--- src/logic/radio_pkg.sv ---
// What this block does
// - host commands change state; device sequences itself
// - sleep state keeps memory only if retained
// - idle runs internal oscillator; host configures there
// - ready state enables external reference clock
// - timer timeout or select low wakes, 101us
// - sleep command: 95us from idle, 30us ready
// - ready command: 206/490us first, then 188us
// - configure command stays idle, 36us
// - idle command from ready takes 19us
// - slow osc cal, calibrations, temperature monitor
// - transmit command: amplifier ramp after 245us
// - receive command: receiver on 223/225us
// - assessment: busy back 16us, clear transmits 208/203us
// - transmit ends: frame end 26us, command 36us
// - transmit while transmitting retunes, 258/231us
// - transmit to receive by command/turnaround 204/208us
// - receive frame end 32us; ready command 46us
// - receive while receiving retunes, 216/220us
// - receive to transmit: turnaround 220, command 203
// - device is always serial slave
// - no-operation byte returns status byte
// - receive/transmit commands trigger oscillator calibration
`default_nettype none
package radio_pkg;
  localparam int CLK_MHZ = 40;
  localparam int TW = 24;
  localparam logic [7:0] NOP_CMD = 8'h00FF;
  localparam logic [7:0] GO_SLEEP_CMD = 8'h0081;
  localparam logic [7:0] GO_IDLE_CMD = 8'h0082;
  localparam logic [7:0] GO_READY_CMD = 8'h0083;
  localparam logic [7:0] GO_RECEIVE_CMD = 8'h0084;
  localparam logic [7:0] GO_TRANSMIT_CMD = 8'h0085;
  localparam logic [7:0] CONFIGURE_DEVICE_CMD = 8'h0086;
  localparam logic [7:0] CHANNEL_ASSESS_CMD = 8'h0087;
  localparam logic [7:0] RUN_CALIBRATION_CMD = 8'h0088;
  localparam logic [7:0] TEMPERATURE_MONITOR_CMD = 8'h0089;
  localparam logic [7:0] SLOW_OSC_CALIBRATE_CMD = 8'h008A;
  // memory access: high nibble is opcode, low bits are start address
  localparam logic [3:0] MEM_WRITE_OP = 4'h4;
  localparam logic [3:0] MEM_READ_OP = 4'h6;
  localparam int TEMP_ADDR = 0;
  // typical transition times in microseconds
  localparam int WAKE_US = 101;
  localparam int IDLE_SLEEP_US = 95;
  localparam int READY_SLEEP_US = 30;
  localparam int FIRST_READY_TCXO_US = 206;
  localparam int FIRST_READY_XTAL_US = 490;
  localparam int READY_US = 188;
  localparam int CONFIGURE_US = 36;
  localparam int READY_IDLE_US = 19;
  localparam int SLOW_OSC_CAL_US = 30000;
  localparam int DO_CAL_US = 1000;
  localparam int ASSESS_US = 230;
  localparam int READY_TX_US = 245;
  localparam int READY_RX_LO_US = 223;
  localparam int READY_RX_HI_US = 225;
  localparam int ASSESS_READY_US = 46;
  localparam int BUSY_READY_US = 16;
  localparam int CLEAR_TX_LO_US = 208;
  localparam int CLEAR_TX_HI_US = 203;
  localparam int ASSESS_TX_US = 239;
  localparam int TX_READY_CMD_US = 36;
  localparam int TX_EOF_READY_US = 26;
  localparam int TX_TX_LO_US = 258;
  localparam int TX_TX_HI_US = 231;
  localparam int TX_RX_LO_US = 204;
  localparam int TX_RX_HI_US = 208;
  localparam int RX_READY_CMD_US = 46;
  localparam int RX_EOF_READY_US = 32;
  localparam int RX_RX_LO_US = 216;
  localparam int RX_RX_HI_US = 220;
  localparam int RX_TX_TURN_US = 220;
  localparam int RX_TX_CMD_US = 203;
  // host serial clock half period in mclk cycles
  localparam int SCLK_HALF = 8;

  typedef enum logic [5:0] {
    LOW_POWER_RETAIN_STATE = 6'b00_0001,
    CONFIG_IDLE_STATE = 6'b00_0010,
    REFERENCE_READY_STATE = 6'b00_0100,
    RECEIVE_STATE = 6'b00_1000,
    TRANSMIT_STATE = 6'b01_0000,
    ASSESS_STATE = 6'b10_0000
  } radio_state_t;
endpackage
`default_nettype wire

--- src/logic/radio_link_if.sv ---
`default_nettype none
interface radio_link_if;
  logic sclk;     // serial clock from host
  logic cs_n;     // chip select, active low
  logic mosi;     // host to device data
  logic miso;     // device data out
  logic miso_oe;  // device drives miso
  logic miso_wire;
  // idle line reads high when the device does not drive it
  assign miso_wire = miso_oe ? miso : 1'b1;
  modport host (output sclk, output cs_n, output mosi, input miso_wire);
  modport device (input sclk, input cs_n, input mosi, output miso, output miso_oe);
endinterface
`default_nettype wire

--- src/logic/radio_device.sv ---
`default_nettype none
module radio_device #(
  parameter int MEM_DEPTH = 16,
  parameter int CYC_PER_US = radio_pkg::CLK_MHZ
) (
  input wire logic mclk,                        // system clock
  input wire logic rst_b,                       // async reset, active low
  radio_link_if.device link,                    // serial link
  input wire logic retain_en,                   // keep memory in sleep
  input wire logic xtal_ref,                    // crystal reference instead of module
  input wire logic high_rate,                   // high data rate timing
  input wire logic cal_fw_ok,                   // calibration firmware present
  input wire logic wake_timeout,                // wake-up timer pulse
  input wire logic cca_done,                    // assessment result pulse
  input wire logic cca_busy,                    // channel busy with cca_done
  input wire logic rx_eof,                      // receive end of frame pulse
  input wire logic tx_eof,                      // transmit end of frame pulse
  input wire logic auto_turn,                   // automatic turnaround enable
  input wire logic [7:0] temp_in,               // measured temperature
  output logic [5:0] radio_state,               // one-hot current state
  output logic busy,                            // transition in progress
  output logic ext_ref_en,                      // external reference enabled
  output logic rx_en,                           // receiver enabled
  output logic pa_ramp,                         // amplifier ramped up
  output logic osc_cal                          // oscillator calibration pulse
);
  import radio_pkg::*;

  localparam int AW = $clog2(MEM_DEPTH);

  generate
    if (MEM_DEPTH < 2 || MEM_DEPTH > 16 || (1 << AW) != MEM_DEPTH) begin : g_bad
      $error("MEM_DEPTH must be a power of two from 2 to 16");
    end
    if (CYC_PER_US < 1) begin : g_bad_rate
      $error("CYC_PER_US must be at least 1");
    end
  endgenerate

  typedef struct packed {
    logic [1:0] sclk_s;
    logic [1:0] cs_s;
    logic [1:0] mosi_s;
    logic sclk_p;
    logic cs_p;
    logic [2:0] bit_cnt;
    logic first_byte;
    logic [7:0] sh_in;
    logic [7:0] sh_out;
    logic wr_mode;
    logic rd_mode;
    logic [AW-1:0] addr;
    radio_state_t state;
    radio_state_t target;
    logic busy;
    logic [TW-1:0] timer;
    logic first_ready;
    logic [MEM_DEPTH-1:0][7:0] mem;
    logic miso;
    logic miso_oe;
    logic ext_ref_en;
    logic rx_en;
    logic pa_ramp;
    logic osc_cal;
  } dev_q_t;

  dev_q_t q, n;
  logic sclk_rise, sclk_fall, cs_fall, cs_act, byte_done;
  logic [7:0] rx_byte, status;
  logic hit;
  radio_state_t tgt;
  int us;

  assign sclk_rise = q.sclk_s[1] & ~q.sclk_p;
  assign sclk_fall = ~q.sclk_s[1] & q.sclk_p;
  assign cs_fall = ~q.cs_s[1] & q.cs_p;
  assign cs_act = ~q.cs_s[1];
  assign byte_done = cs_act & sclk_rise & (q.bit_cnt == 3'd7);
  assign rx_byte = {q.sh_in[6:0], q.mosi_s[1]};
  assign status = {q.busy, cal_fw_ok, q.state};

  // ---------------------------------------------------------------
  // transition selection for host commands and automatic events
  // ---------------------------------------------------------------
  always_comb begin
    hit = 1'b0;
    tgt = q.state;
    us = 0;
    if (!q.busy && byte_done && q.first_byte) begin
      case (q.state)
        CONFIG_IDLE_STATE: begin
          if (rx_byte == GO_SLEEP_CMD) begin
            hit = 1'b1; tgt = LOW_POWER_RETAIN_STATE; us = IDLE_SLEEP_US;
          end else if (rx_byte == GO_READY_CMD) begin
            hit = 1'b1; tgt = REFERENCE_READY_STATE;
            us = !q.first_ready ? READY_US : (xtal_ref ? FIRST_READY_XTAL_US : FIRST_READY_TCXO_US);
          end else if (rx_byte == CONFIGURE_DEVICE_CMD) begin
            hit = 1'b1; us = CONFIGURE_US;
          end
        end
        REFERENCE_READY_STATE: begin
          if (rx_byte == GO_SLEEP_CMD) begin
            hit = 1'b1; tgt = LOW_POWER_RETAIN_STATE; us = READY_SLEEP_US;
          end else if (rx_byte == GO_IDLE_CMD) begin
            hit = 1'b1; tgt = CONFIG_IDLE_STATE; us = READY_IDLE_US;
          end else if (rx_byte == SLOW_OSC_CALIBRATE_CMD && cal_fw_ok) begin
            hit = 1'b1; us = SLOW_OSC_CAL_US;
          end else if (rx_byte == RUN_CALIBRATION_CMD && cal_fw_ok) begin
            hit = 1'b1; us = DO_CAL_US;
          end else if (rx_byte == CHANNEL_ASSESS_CMD) begin
            hit = 1'b1; tgt = ASSESS_STATE; us = ASSESS_US;
          end else if (rx_byte == GO_TRANSMIT_CMD) begin
            hit = 1'b1; tgt = TRANSMIT_STATE; us = READY_TX_US;
          end else if (rx_byte == GO_RECEIVE_CMD) begin
            hit = 1'b1; tgt = RECEIVE_STATE; us = high_rate ? READY_RX_HI_US : READY_RX_LO_US;
          end
        end
        ASSESS_STATE: begin
          if (rx_byte == GO_READY_CMD) begin
            hit = 1'b1; tgt = REFERENCE_READY_STATE; us = ASSESS_READY_US;
          end else if (rx_byte == GO_TRANSMIT_CMD) begin
            hit = 1'b1; tgt = TRANSMIT_STATE; us = ASSESS_TX_US;
          end
        end
        TRANSMIT_STATE: begin
          if (rx_byte == GO_READY_CMD) begin
            hit = 1'b1; tgt = REFERENCE_READY_STATE; us = TX_READY_CMD_US;
          end else if (rx_byte == GO_TRANSMIT_CMD) begin
            hit = 1'b1; us = high_rate ? TX_TX_HI_US : TX_TX_LO_US;
          end else if (rx_byte == GO_RECEIVE_CMD) begin
            hit = 1'b1; tgt = RECEIVE_STATE; us = high_rate ? TX_RX_HI_US : TX_RX_LO_US;
          end
        end
        RECEIVE_STATE: begin
          if (rx_byte == GO_READY_CMD) begin
            hit = 1'b1; tgt = REFERENCE_READY_STATE; us = RX_READY_CMD_US;
          end else if (rx_byte == GO_RECEIVE_CMD) begin
            hit = 1'b1; us = high_rate ? RX_RX_HI_US : RX_RX_LO_US;
          end else if (rx_byte == GO_TRANSMIT_CMD) begin
            hit = 1'b1; tgt = TRANSMIT_STATE; us = RX_TX_CMD_US;
          end
        end
        default: hit = 1'b0;
      endcase
    end else if (!q.busy) begin
      // automatic events, only when no first command byte completes
      if (q.state == LOW_POWER_RETAIN_STATE && (wake_timeout || cs_fall)) begin
        hit = 1'b1; tgt = CONFIG_IDLE_STATE; us = WAKE_US;
      end else if (q.state == ASSESS_STATE && cca_done) begin
        hit = 1'b1;
        tgt = cca_busy ? REFERENCE_READY_STATE : TRANSMIT_STATE;
        us = cca_busy ? BUSY_READY_US : (high_rate ? CLEAR_TX_HI_US : CLEAR_TX_LO_US);
      end else if (q.state == TRANSMIT_STATE && tx_eof) begin
        hit = 1'b1;
        tgt = auto_turn ? RECEIVE_STATE : REFERENCE_READY_STATE;
        us = auto_turn ? (high_rate ? TX_RX_HI_US : TX_RX_LO_US) : TX_EOF_READY_US;
      end else if (q.state == RECEIVE_STATE && rx_eof) begin
        hit = 1'b1;
        tgt = auto_turn ? TRANSMIT_STATE : REFERENCE_READY_STATE;
        us = auto_turn ? RX_TX_TURN_US : RX_EOF_READY_US;
      end
    end
  end

  // ---------------------------------------------------------------
  // next state of all registers
  // ---------------------------------------------------------------
  always_comb begin
    n = q;
    n.sclk_s = {q.sclk_s[0], link.sclk};
    n.cs_s = {q.cs_s[0], link.cs_n};
    n.mosi_s = {q.mosi_s[0], link.mosi};
    n.sclk_p = q.sclk_s[1];
    n.cs_p = q.cs_s[1];
    n.osc_cal = 1'b0;
    // serial slave, mode 0, msb first
    if (cs_fall) begin
      n.bit_cnt = 3'd0;
      n.first_byte = 1'b1;
      n.wr_mode = 1'b0;
      n.rd_mode = 1'b0;
      n.miso = status[7];
      n.sh_out = {status[6:0], 1'b0};
    end else if (cs_act && sclk_rise) begin
      n.bit_cnt = q.bit_cnt + 3'd1;
      n.sh_in = rx_byte;
      if (byte_done) begin
        n.first_byte = 1'b0;
        n.sh_out = status;
        if (q.first_byte && q.state != LOW_POWER_RETAIN_STATE) begin
          n.addr = rx_byte[AW-1:0];
          n.wr_mode = rx_byte[7:4] == MEM_WRITE_OP;
          n.rd_mode = rx_byte[7:4] == MEM_READ_OP;
          if (rx_byte[7:4] == MEM_READ_OP) begin
            n.sh_out = q.mem[rx_byte[AW-1:0]];
          end
          if (rx_byte == TEMPERATURE_MONITOR_CMD && !q.busy) begin
            n.mem[TEMP_ADDR] = temp_in;
          end
        end else if (q.wr_mode) begin
          n.mem[q.addr] = rx_byte;
          n.addr = q.addr + 1'b1;
        end else if (q.rd_mode) begin
          n.addr = q.addr + 1'b1;
          n.sh_out = q.mem[AW'(q.addr + 1'b1)];
        end
      end
    end else if (cs_act && sclk_fall) begin
      n.miso = q.sh_out[7];
      n.sh_out = {q.sh_out[6:0], 1'b0};
    end
    n.miso_oe = cs_act;
    // transition timer
    if (q.busy) begin
      if (q.timer == '0) begin
        n.busy = 1'b0;
        n.state = q.target;
        if (q.target == LOW_POWER_RETAIN_STATE) begin
          n.first_ready = 1'b1;
          if (!retain_en) begin
            n.mem = '0;
          end
        end
      end else begin
        n.timer = q.timer - 1'b1;
      end
    end else if (hit) begin
      n.busy = 1'b1;
      n.target = tgt;
      n.timer = TW'(us * CYC_PER_US - 1);
      if (tgt == REFERENCE_READY_STATE && q.state == CONFIG_IDLE_STATE) begin
        n.first_ready = 1'b0;
      end
      if (byte_done && q.first_byte && (rx_byte == GO_RECEIVE_CMD || rx_byte == GO_TRANSMIT_CMD)) begin
        n.osc_cal = 1'b1;
      end
    end
    // reference stays on in every state above idle
    n.ext_ref_en = !(n.state inside {LOW_POWER_RETAIN_STATE, CONFIG_IDLE_STATE});
    n.rx_en = !n.busy && (n.state == RECEIVE_STATE || n.state == ASSESS_STATE);
    n.pa_ramp = !n.busy && n.state == TRANSMIT_STATE;
  end

  always_ff @(posedge mclk or negedge rst_b) begin
    if (!rst_b) begin
      q <= '0;
      q.sclk_s <= 2'b00;
      q.cs_s <= 2'b11;
      q.sclk_p <= 1'b0;
      q.cs_p <= 1'b1;
      q.state <= CONFIG_IDLE_STATE;
      q.target <= CONFIG_IDLE_STATE;
      q.first_ready <= 1'b1;
      q.miso <= 1'b1;
    end else begin
      q <= n;
    end
  end

  assign radio_state = q.state;
  assign busy = q.busy;
  assign ext_ref_en = q.ext_ref_en;
  assign rx_en = q.rx_en;
  assign pa_ramp = q.pa_ramp;
  assign osc_cal = q.osc_cal;
  assign link.miso = q.miso;
  assign link.miso_oe = q.miso_oe;
endmodule
`default_nettype wire

--- src/flat_wrapper.sv ---
// flat-port wrapper written by rule: the top's interface ports become plain ports
module radio_device_flat import radio_pkg::*;
#(
  parameter int MEM_DEPTH = 16,
  parameter int CYC_PER_US = radio_pkg::CLK_MHZ
)
  (mclk, rst_b, retain_en, xtal_ref, high_rate, cal_fw_ok, wake_timeout, cca_done, cca_busy, rx_eof, tx_eof, auto_turn, temp_in, radio_state, busy, ext_ref_en, rx_en, pa_ramp, osc_cal, link_sclk, link_cs_n, link_mosi, link_miso, link_miso_oe);
  radio_link_if link_i ();
  input wire logic mclk;
  input wire logic rst_b;
  input wire logic retain_en;
  input wire logic xtal_ref;
  input wire logic high_rate;
  input wire logic cal_fw_ok;
  input wire logic wake_timeout;
  input wire logic cca_done;
  input wire logic cca_busy;
  input wire logic rx_eof;
  input wire logic tx_eof;
  input wire logic auto_turn;
  input wire logic [7:0] temp_in;
  output logic [5:0] radio_state;
  output logic busy;
  output logic ext_ref_en;
  output logic rx_en;
  output logic pa_ramp;
  output logic osc_cal;
  input wire logic [$bits(link_i.sclk)-1:0] link_sclk;
  input wire logic [$bits(link_i.cs_n)-1:0] link_cs_n;
  input wire logic [$bits(link_i.mosi)-1:0] link_mosi;
  output wire logic [$bits(link_i.miso)-1:0] link_miso;
  output wire logic [$bits(link_i.miso_oe)-1:0] link_miso_oe;
  assign link_i.sclk = link_sclk;
  assign link_i.cs_n = link_cs_n;
  assign link_i.mosi = link_mosi;
  assign link_miso = link_i.miso;
  assign link_miso_oe = link_i.miso_oe;
  radio_device #(.MEM_DEPTH(MEM_DEPTH), .CYC_PER_US(CYC_PER_US)) u_core (.mclk(mclk), .rst_b(rst_b), .link(link_i), .retain_en(retain_en), .xtal_ref(xtal_ref), .high_rate(high_rate), .cal_fw_ok(cal_fw_ok), .wake_timeout(wake_timeout), .cca_done(cca_done), .cca_busy(cca_busy), .rx_eof(rx_eof), .tx_eof(tx_eof), .auto_turn(auto_turn), .temp_in(temp_in), .radio_state(radio_state), .busy(busy), .ext_ref_en(ext_ref_en), .rx_en(rx_en), .pa_ramp(pa_ramp), .osc_cal(osc_cal));
endmodule
--- config.mk ---
export PLATFORM = sky130hd
export DESIGN_NAME = radio_device_flat
export DESIGN_NICKNAME = d
export VERILOG_FILES = /design/src/logic/radio_pkg.sv /design/src/logic/radio_link_if.sv /design/src/logic/radio_device.sv /design/src/flat_wrapper.sv
export SDC_FILE = /design/constraint.sdc
export NUM_CORES = 1
export LEC_CHECK = 0
export BUFFER_PORTS_ARGS = -buffer_cell sky130_fd_sc_hd__buf_4
export CAP_MARGIN = 10
export CORE_MARGIN = 1.5
export CORE_UTILIZATION = 25
export CTS_BUF_LIST = sky130_fd_sc_hd__clkbuf_8
export DETAILED_ROUTE_END_ITERATION = 10
export HOLD_SLACK_MARGIN = 0.12
export SLEW_MARGIN = 20
export SYNTH_ARGS = -nofsm -noshare
export SYNTH_HDL_FRONTEND = slang
export SYNTH_SLANG_ARGS = --single-unit
--- constraint.sdc ---
create_clock -name mclk -period 5.9 [get_ports mclk]
set_clock_uncertainty 0.05 [all_clocks]
set_input_delay 0.295 -clock mclk [delete_from_list [all_inputs] [get_ports mclk]]
set_output_delay 0.295 -clock mclk [all_outputs]
set_load 0.01 [all_outputs]
# ---- Word-level counts from Yosys, hierarchy flattened
# Cells that the tools add are included.
dict set report word_totals {
  reg_bits 206
  inputBits 23
  wordCells 262
}
dict set report classes {
  addsub 4
  n_mul 1
  n_lt_le_gt_ge 4
  n_eq_ne 32
  mux 129
  n_bitwise 10
  n_reduce_logical 43
}
# cell n
set op_table {}
lappend op_table {{128-bit 2-to-1 mux} 6}
lappend op_table {{32-bit 2-to-1 mux} 24}
lappend op_table {{129-bit 2-to-1 mux} 2}
lappend op_table {{32-bit case mux with 5 select lines} 1}
lappend op_table {{6-bit 2-to-1 mux} 26}
lappend op_table {{128-bit bitwise mux} 1}
lappend op_table {{120-bit 2-to-1 mux} 1}
lappend op_table {{8-bit 2-to-1 mux} 14}
lappend op_table {{8-bit equality test, second input constant} 10}
lappend op_table {{8-bit binary-select mux with 4-bit select} 2}
lappend op_table {{26-bit 2-to-1 mux} 2}
lappend op_table {{8-bit demux with 4-bit select} 1}
lappend op_table {{32-bit by 4-bit multiplier with 21-bit output, second input constant} 1}
lappend op_table {{1-bit 2-to-1 mux} 30}
lappend op_table {{6-bit case mux with 5 select lines} 1}
lappend op_table {{24-bit zero test} 1}
lappend op_table {{24-bit 2-to-1 mux} 1}
lappend op_table {{24-bit by 1-bit subtractor with 24-bit output, second input constant} 1}
lappend op_table {{24-bit by 2-bit subtractor with 24-bit output, second input constant} 1}
lappend op_table {{4-bit 2-to-1 mux} 5}
lappend op_table {{5-bit 2-to-1 mux} 4}
lappend op_table {{6-bit by 1-bit equality test with 1-bit output, second input constant} 3}
lappend op_table {{1-bit logical AND} 18}
lappend op_table {{9-bit 2-to-1 mux} 2}
lappend op_table {{30 further kinds} 65}

# ---- Longest topological paths before layout
dict set report logic_depth {
  word_depth 17
  ltp_mapped 20
  mapped_depth_nobuf 18
}

# ---- Least setup slack after synthesis
# No wires, ideal clock.
dict set report synth_path {
  path_type {register to register}
  startpoint {reg u_core.q[201] (netlist bit)}
  endpoint {reg u_core.q[158] (netlist bit)}
  setup_time_ns 0.066
  arrival_ns 4.971
  slack_ns 0.813
  stages_incl_launch_ff 20
  cell_sequence {dfrtp_1 buf_2 buf_2 buf_1 clkbuf_1 clkbuf_1 nand2_1 o211ai_1 nor2_1 a211oi_1 ha_1 ha_1 clkbuf_1 a211o_1 a211o_1 a211oi_1 nor3b_1 nor4b_1 nor4b_1 a221o_1}
}
dict set report synth_via {
  elab_chain_len 14
}
# element line_no
set synth_rtl {}
lappend synth_rtl {{start, declared} radio_device.sv:67} ;# dev_q_t q, n;
lappend synth_rtl {{start signal, assigned} radio_device.sv:256} ;# q <= n;
lappend synth_rtl {{8-bit equality test} {radio_device.sv:114, radio_device.sv:130, radio_device.sv:137}}
lappend synth_rtl {{32-bit 2-to-1 mux} radio_device.sv:114} ;# end else if (rx_byte == GO_RECEIVE_CMD) begin
lappend synth_rtl {{32-bit 2-to-1 mux} radio_device.sv:112} ;# end else if (rx_byte == GO_TRANSMIT_CMD) begin
lappend synth_rtl {{32-bit 2-to-1 mux} radio_device.sv:110} ;# end else if (rx_byte == CHANNEL_ASSESS_CMD) begin
lappend synth_rtl {{32-bit 2-to-1 mux} radio_device.sv:108} ;# end else if (rx_byte == RUN_CALIBRATION_CMD && cal_fw_ok) begin
lappend synth_rtl {{32-bit 2-to-1 mux} radio_device.sv:106} ;# end else if (rx_byte == SLOW_OSC_CALIBRATE_CMD && cal_fw_ok) begin
lappend synth_rtl {{32-bit 2-to-1 mux} radio_device.sv:104} ;# end else if (rx_byte == GO_IDLE_CMD) begin
lappend synth_rtl {{32-bit 2-to-1 mux} radio_device.sv:102} ;# if (rx_byte == GO_SLEEP_CMD) begin
lappend synth_rtl {{32-bit case mux with 5 select lines} radio_device.sv:90} ;# case (q.state)
lappend synth_rtl {{32-bit 2-to-1 mux} radio_device.sv:89} ;# if (!q.busy && byte_done && q.first_byte) begin
lappend synth_rtl {{32-bit by 4-bit multiplier with 21-bit output} radio_device.sv:230} ;# n.timer = TW'(us * CYC_PER_US - 1);
lappend synth_rtl {{24-bit by 2-bit subtractor with 24-bit output} radio_device.sv:230}
lappend synth_rtl {{26-bit 2-to-1 mux} radio_device.sv:227} ;# end else if (hit) begin
lappend synth_rtl {{26-bit 2-to-1 mux} radio_device.sv:214} ;# if (q.busy) begin
# Parallel ways exist; a longest one is shown, timed or not. The select of a mux whose other input is x is not followed.
# A chain may end at the register's enable or synchronous reset.

# ---- Final worst setup path
dict set report layout_path {
  startpoint {reg u_core.q, in the netlist u_core.radio_state[3]}
  endpoint {reg u_core.q[158] (netlist bit)}
}
dict set report layout_via {
  elab_chain_len 12
}
# element line_no
set layout_rtl {}
lappend layout_rtl {{6-bit by 4-bit equality test with 1-bit output} {radio_device.sv:90, radio_device.sv:157}}
lappend layout_rtl {{1-bit logical AND} radio_device.sv:157} ;# end else if (q.state == RECEIVE_STATE && rx_eof) begin
lappend layout_rtl {{32-bit 2-to-1 mux} radio_device.sv:157}
lappend layout_rtl {{32-bit 2-to-1 mux} radio_device.sv:153} ;# end else if (q.state == TRANSMIT_STATE && tx_eof) begin
lappend layout_rtl {{32-bit 2-to-1 mux} radio_device.sv:149} ;# end else if (q.state == ASSESS_STATE && cca_done) begin
lappend layout_rtl {{32-bit 2-to-1 mux} radio_device.sv:147} ;# if (q.state == LOW_POWER_RETAIN_STATE && (wake_timeout || cs_fall)) begin
lappend layout_rtl {{32-bit 2-to-1 mux} radio_device.sv:145} ;# end else if (!q.busy) begin
lappend layout_rtl {{32-bit 2-to-1 mux} radio_device.sv:89}
lappend layout_rtl {{32-bit by 4-bit multiplier with 21-bit output} radio_device.sv:230}
lappend layout_rtl {{24-bit by 2-bit subtractor with 24-bit output} radio_device.sv:230}
lappend layout_rtl {{26-bit 2-to-1 mux} radio_device.sv:227}
lappend layout_rtl {{26-bit 2-to-1 mux} radio_device.sv:214}
# Parallel ways exist; a longest one is shown, timed or not. The select of a mux whose other input is x is not followed.

==> results.json <==
{
  "fin_crit_sh_pct": 93.7,
  "crit_buf_inv": 0,
  "slew_headroom_pct": 32.0,
  "grt_pass1_vias": 12100,
  "dp.cells": 2117,
  "core_area_sq_um": 54200,
  "hold_path.startpoint": "retain_en",
  "reg2reg_depth": 16,
  "rrSetupSlack_ns": 0.37,
  "slowest_stage": "or4_4",
  "gp_congestion": 0.911,
  "yosysWarnings": 0,
  "synthDominantAreaCellType": "dfrtp_1",
  "min_delay_path_depth": 4,
  "cts.reportedPaths.clkPinSlew_ns": 0.06,
  "grtUsageTotal_pct": 15.8,
  "ys_types": 91,
  "numCtsBuffers": 38,
  "dr.first_iter.drc_count": 1337,
  "overflow": 0,
  "crit_cells": 16,
  "max_freq_ghz": 0.181,
  "drv_slew": 0,
  "grt_pass1_wl_um": 71100,
  "power_density_nw_per_um2": 218,
  "hold_slack_ns": 0.228,
  "worst-path-max-fanout": 12,
  "cp_cell_sequence": "or4_4 > nor3_4 > nand2_1 > nor3_1 > o21ai_0 > a31oi_1 > a21o_1 > ha_1 > ha_1 > nor2b_1 > a221oi_1 > nand3b_1 > or4_1 > nor4b_1 > nor4b_1 > a221o_1",
  "port_buffers": 35,
  "diodes": 0,
  "fillCellCount": 5712,
  "wl_per_cell_um": 20.4,
  "placed_area_sq_um": 14800,
  "cts_sinks": 205,
  "dieHeight_um": 238,
  "cts_tree": "yes",
  "dpl_worst_slack_ns": 0.342,
  "reg2reg_to": "u_core.q[158]$_DFFE_PN0P_",
  "clk-insertion-delay-late_ns": 0.58,
  "ys_seq_area_share_pct": 37.2,
  "vias": 12100,
  "r2r_start": "u_core.radio_state[3]$_DFF_PN0_",
  "synth-main-ff-cell": "dfrtp_1",
  "dr.pass1.iters": 6,
  "seq_area_sq_um": 5140,
  "areaGrowthSynthToFinish_pct": 13.8,
  "h-tree-depth": 2,
  "status": "complete, no violations",
  "synth_area_per_cell_sq_um": 9.46,
  "finalWorstSetupSlack_ns": 0.371,
  "critPathCaptureType": "flip-flop",
  "peakVddDrop_uv": 151,
  "initial_core_util_pct": 25.5,
  "cpPeakStageDelay_ns": 0.69,
  "io_pins": 36,
  "grt_start_max_net_pins": 129,
  "synth_top_area_share_pct": 35.9,
  "cp.required_ns": 6.35,
  "synth_edf_count": 0,
  "tightest_slew_ns": 1.02,
  "route.detailed.drc": 0,
  "rsz0062_at_grt": "no",
  "maxCapViolations": 0,
  "tns_ns": 0,
  "finalSetupViolations": 0,
  "drive_above_1_share_pct": 19.2,
  "final_cells": 2198,
  "multi_input_area_sq_um": 8010,
  "fp-row-count": 85,
  "holdPathEnd": "u_core.q[33]$_DFF_PN0_",
  "critPathLaunchType": "flip-flop",
  "worstPathArrival_ns": 5.98,
  "cts_root_buffer": "clkbuf_8",
  "dp_hpwl_um": 30100,
  "antenna_found_initial": 0,
  "clk_path_buf_depth": 3,
  "final_cell_area_sq_um": 15700,
  "utilization_pct": 29.0,
  "hold_viol": 0,
  "fin_total_pwr_mw": 3.43,
  "synth_async_sr_flop_share_pct": 100,
  "p_leak_nw": 5.91,
  "crit_type": "flip-flop to flip-flop",
  "fin_nets": 1524,
  "syn_area_sq_um": 13800,
  "cts_setup_buffers": 0,
  "die_w_um": 238,
  "antenna_left": 0,
  "synth_top_cells_by_area": "dfrtp_1 36%, mux4_2 13%, o21ai_0 5.3%",
  "dieArea_sq_um": 56700,
  "cp_top_family": "simple AND/OR/NAND/NOR gates",
  "viasPerCell": 5.52,
  "synth_fp_nets": 1510,
  "synthCells": 1460,
  "fin_crit_ns": 5.53,
  "hold_path.class": "input port to flip-flop",
  "routed_wl_um": 44900,
  "ys_ff_latch": 205
}
## how the worst max path moves through the flow
stage / start / endpoint / slack, ns
6_report: u_core.radio_state[3]$_DFF_PN0_ / u_core.q[158]$_DFFE_PN0P_ / 0.37
5_1_grt: u_core.radio_state[3]$_DFF_PN0_ / u_core.q[158]$_DFFE_PN0P_ / 0.06
4_1_cts: u_core.q[190]$_DFFE_PN0P_ / u_core.q[158]$_DFFE_PN0P_ / 0.36
3_5_place_dp: u_core.q[190]$_DFFE_PN0P_ / u_core.q[158]$_DFFE_PN0P_ / 0.34
3_3_place_gp: u_core.q[190]$_DFFE_PN0P_ / u_core.q[158]$_DFFE_PN0P_ / 0.51
2_1_floorplan: u_core.q[201]$_DFF_PN0_ / u_core.q[158]$_DFFE_PN0P_ / 0.81
## metal layers
| metal | GRT usage (%) | wire length [um] | part of all wire [%] | vias to the layer above |
|---|---|---|---|---|
| met3 | 2.90 | 2750 | 6.1 | 81 |
| met2 | 26.2 | 21900 | 49 | 448 |
| met4 | 4.70 | 984 | 2.2 | 0 |
| met5 | 0 | 0 | 0 | - |
| li1 | - | - | - | 5505 |
| met1 | 20.9 | 19300 | 43 | 6100 |
## cell families (layout without fill, tap and decap cells)
family	after synthesis	in the layout	share of synthesized area (%)
and+or+nand+nor	472	472	17.7
xor gates and xnor gates	23	23	1.46
DFF	205	205	37.2
adders and majority gates	27	27	2.50
buffers and inverters	158	200	4.93
AOI/OAI and AO/OA	451	451	19.8
muxes	124	124	16.3
## synthesized netlist by cell type (12+ instances only)
cell type    n
dfrtp_1    198
nand2_1    154
o21ai_0    147
a21oi_1    140
nor2_1     104
mux4_2      80
clkbuf_1    73
nand3_1     35
mux2i_1     34
inv_1       30
buf_2       27
ha_1        26
nor3_1      25
a31oi_1     21
o22ai_1     21
nor4_1      20
nand4_1     18
nor2b_1     16
and3_1      15
buf_1       13
nand2b_1    12
o211ai_1    12
xnor2_1     12
## layout by cell type (no fill, tap or decap), drive strengths merged, types with 16 or more instances in the layout
cell type | synthesis | routed
nor4 | 25 | 25
nor2b | 16 | 16
dfrtp | 198 | 198
ha | 26 | 26
a31oi | 21 | 21
nor2 | 105 | 105
mux4 | 80 | 80
inv | 31 | 44
nand4 | 18 | 18
buf | 50 | 85
nor3 | 29 | 29
mux2i | 34 | 34
a21oi | 140 | 140
nand3 | 37 | 37
clkbuf | 75 | 47
o22ai | 21 | 21
nand2 | 157 | 157
o21ai | 153 | 153
## worst register-to-register path: stages, from the launching register on
cell      delay, ns
dfrtp_1        0.56
or4_4          0.70
nor3_4         0.40
nand2_1        0.09
nor3_1         0.27
o21ai_0        0.14
a31oi_1        0.21
a21o_1         0.14
ha_1           0.24
ha_1           0.42
nor2b_1        0.20
a221oi_1       0.30
nand3b_1       0.21
or4_1          0.61
nor4b_1        0.50
nor4b_1        0.29
a221o_1        0.15
## where the power goes
part | switching, mW | internal (mW) | leakage (nW) | total, mW
combinational | 0.293 | 0.223 | 3.07 | 0.516
clock | 0.651 | 0.716 | 0.424 | 1.37
sequential | 0.0648 | 1.48 | 2.42 | 1.54
## cell type report
type                            count  area share, %
Clock buffer                       46           4.03
Clock inverter                     22          0.780
Inverter                           33          0.804
Multi-Input combinational cell   1097           51.0
Sequential cell                   205           32.7
Tap cell                          696           5.54
Timing Repair Buffer               99           5.13
## registers in the layout, summed over array words and instances, names as in the netlist
register             flops
u_core.pa_ramp           1
u_core.busy              1
u_core.ext_ref_en        1
u_core.link.miso_oe      1
u_core.osc_cal           1
u_core.n                 5
u_core.q               187
u_core.radio_state       6
u_core.rx_en             1
u_core.link.miso         1
## what timing repair did
item | in CTS | in global routing
endpoints found under the setup margin | 0 | 1
hold endpoints to repair | 107 | 0
hold buffers | 13 | 0
resized for setup | 0 | 1
Power figures use the tool's default switching activity.
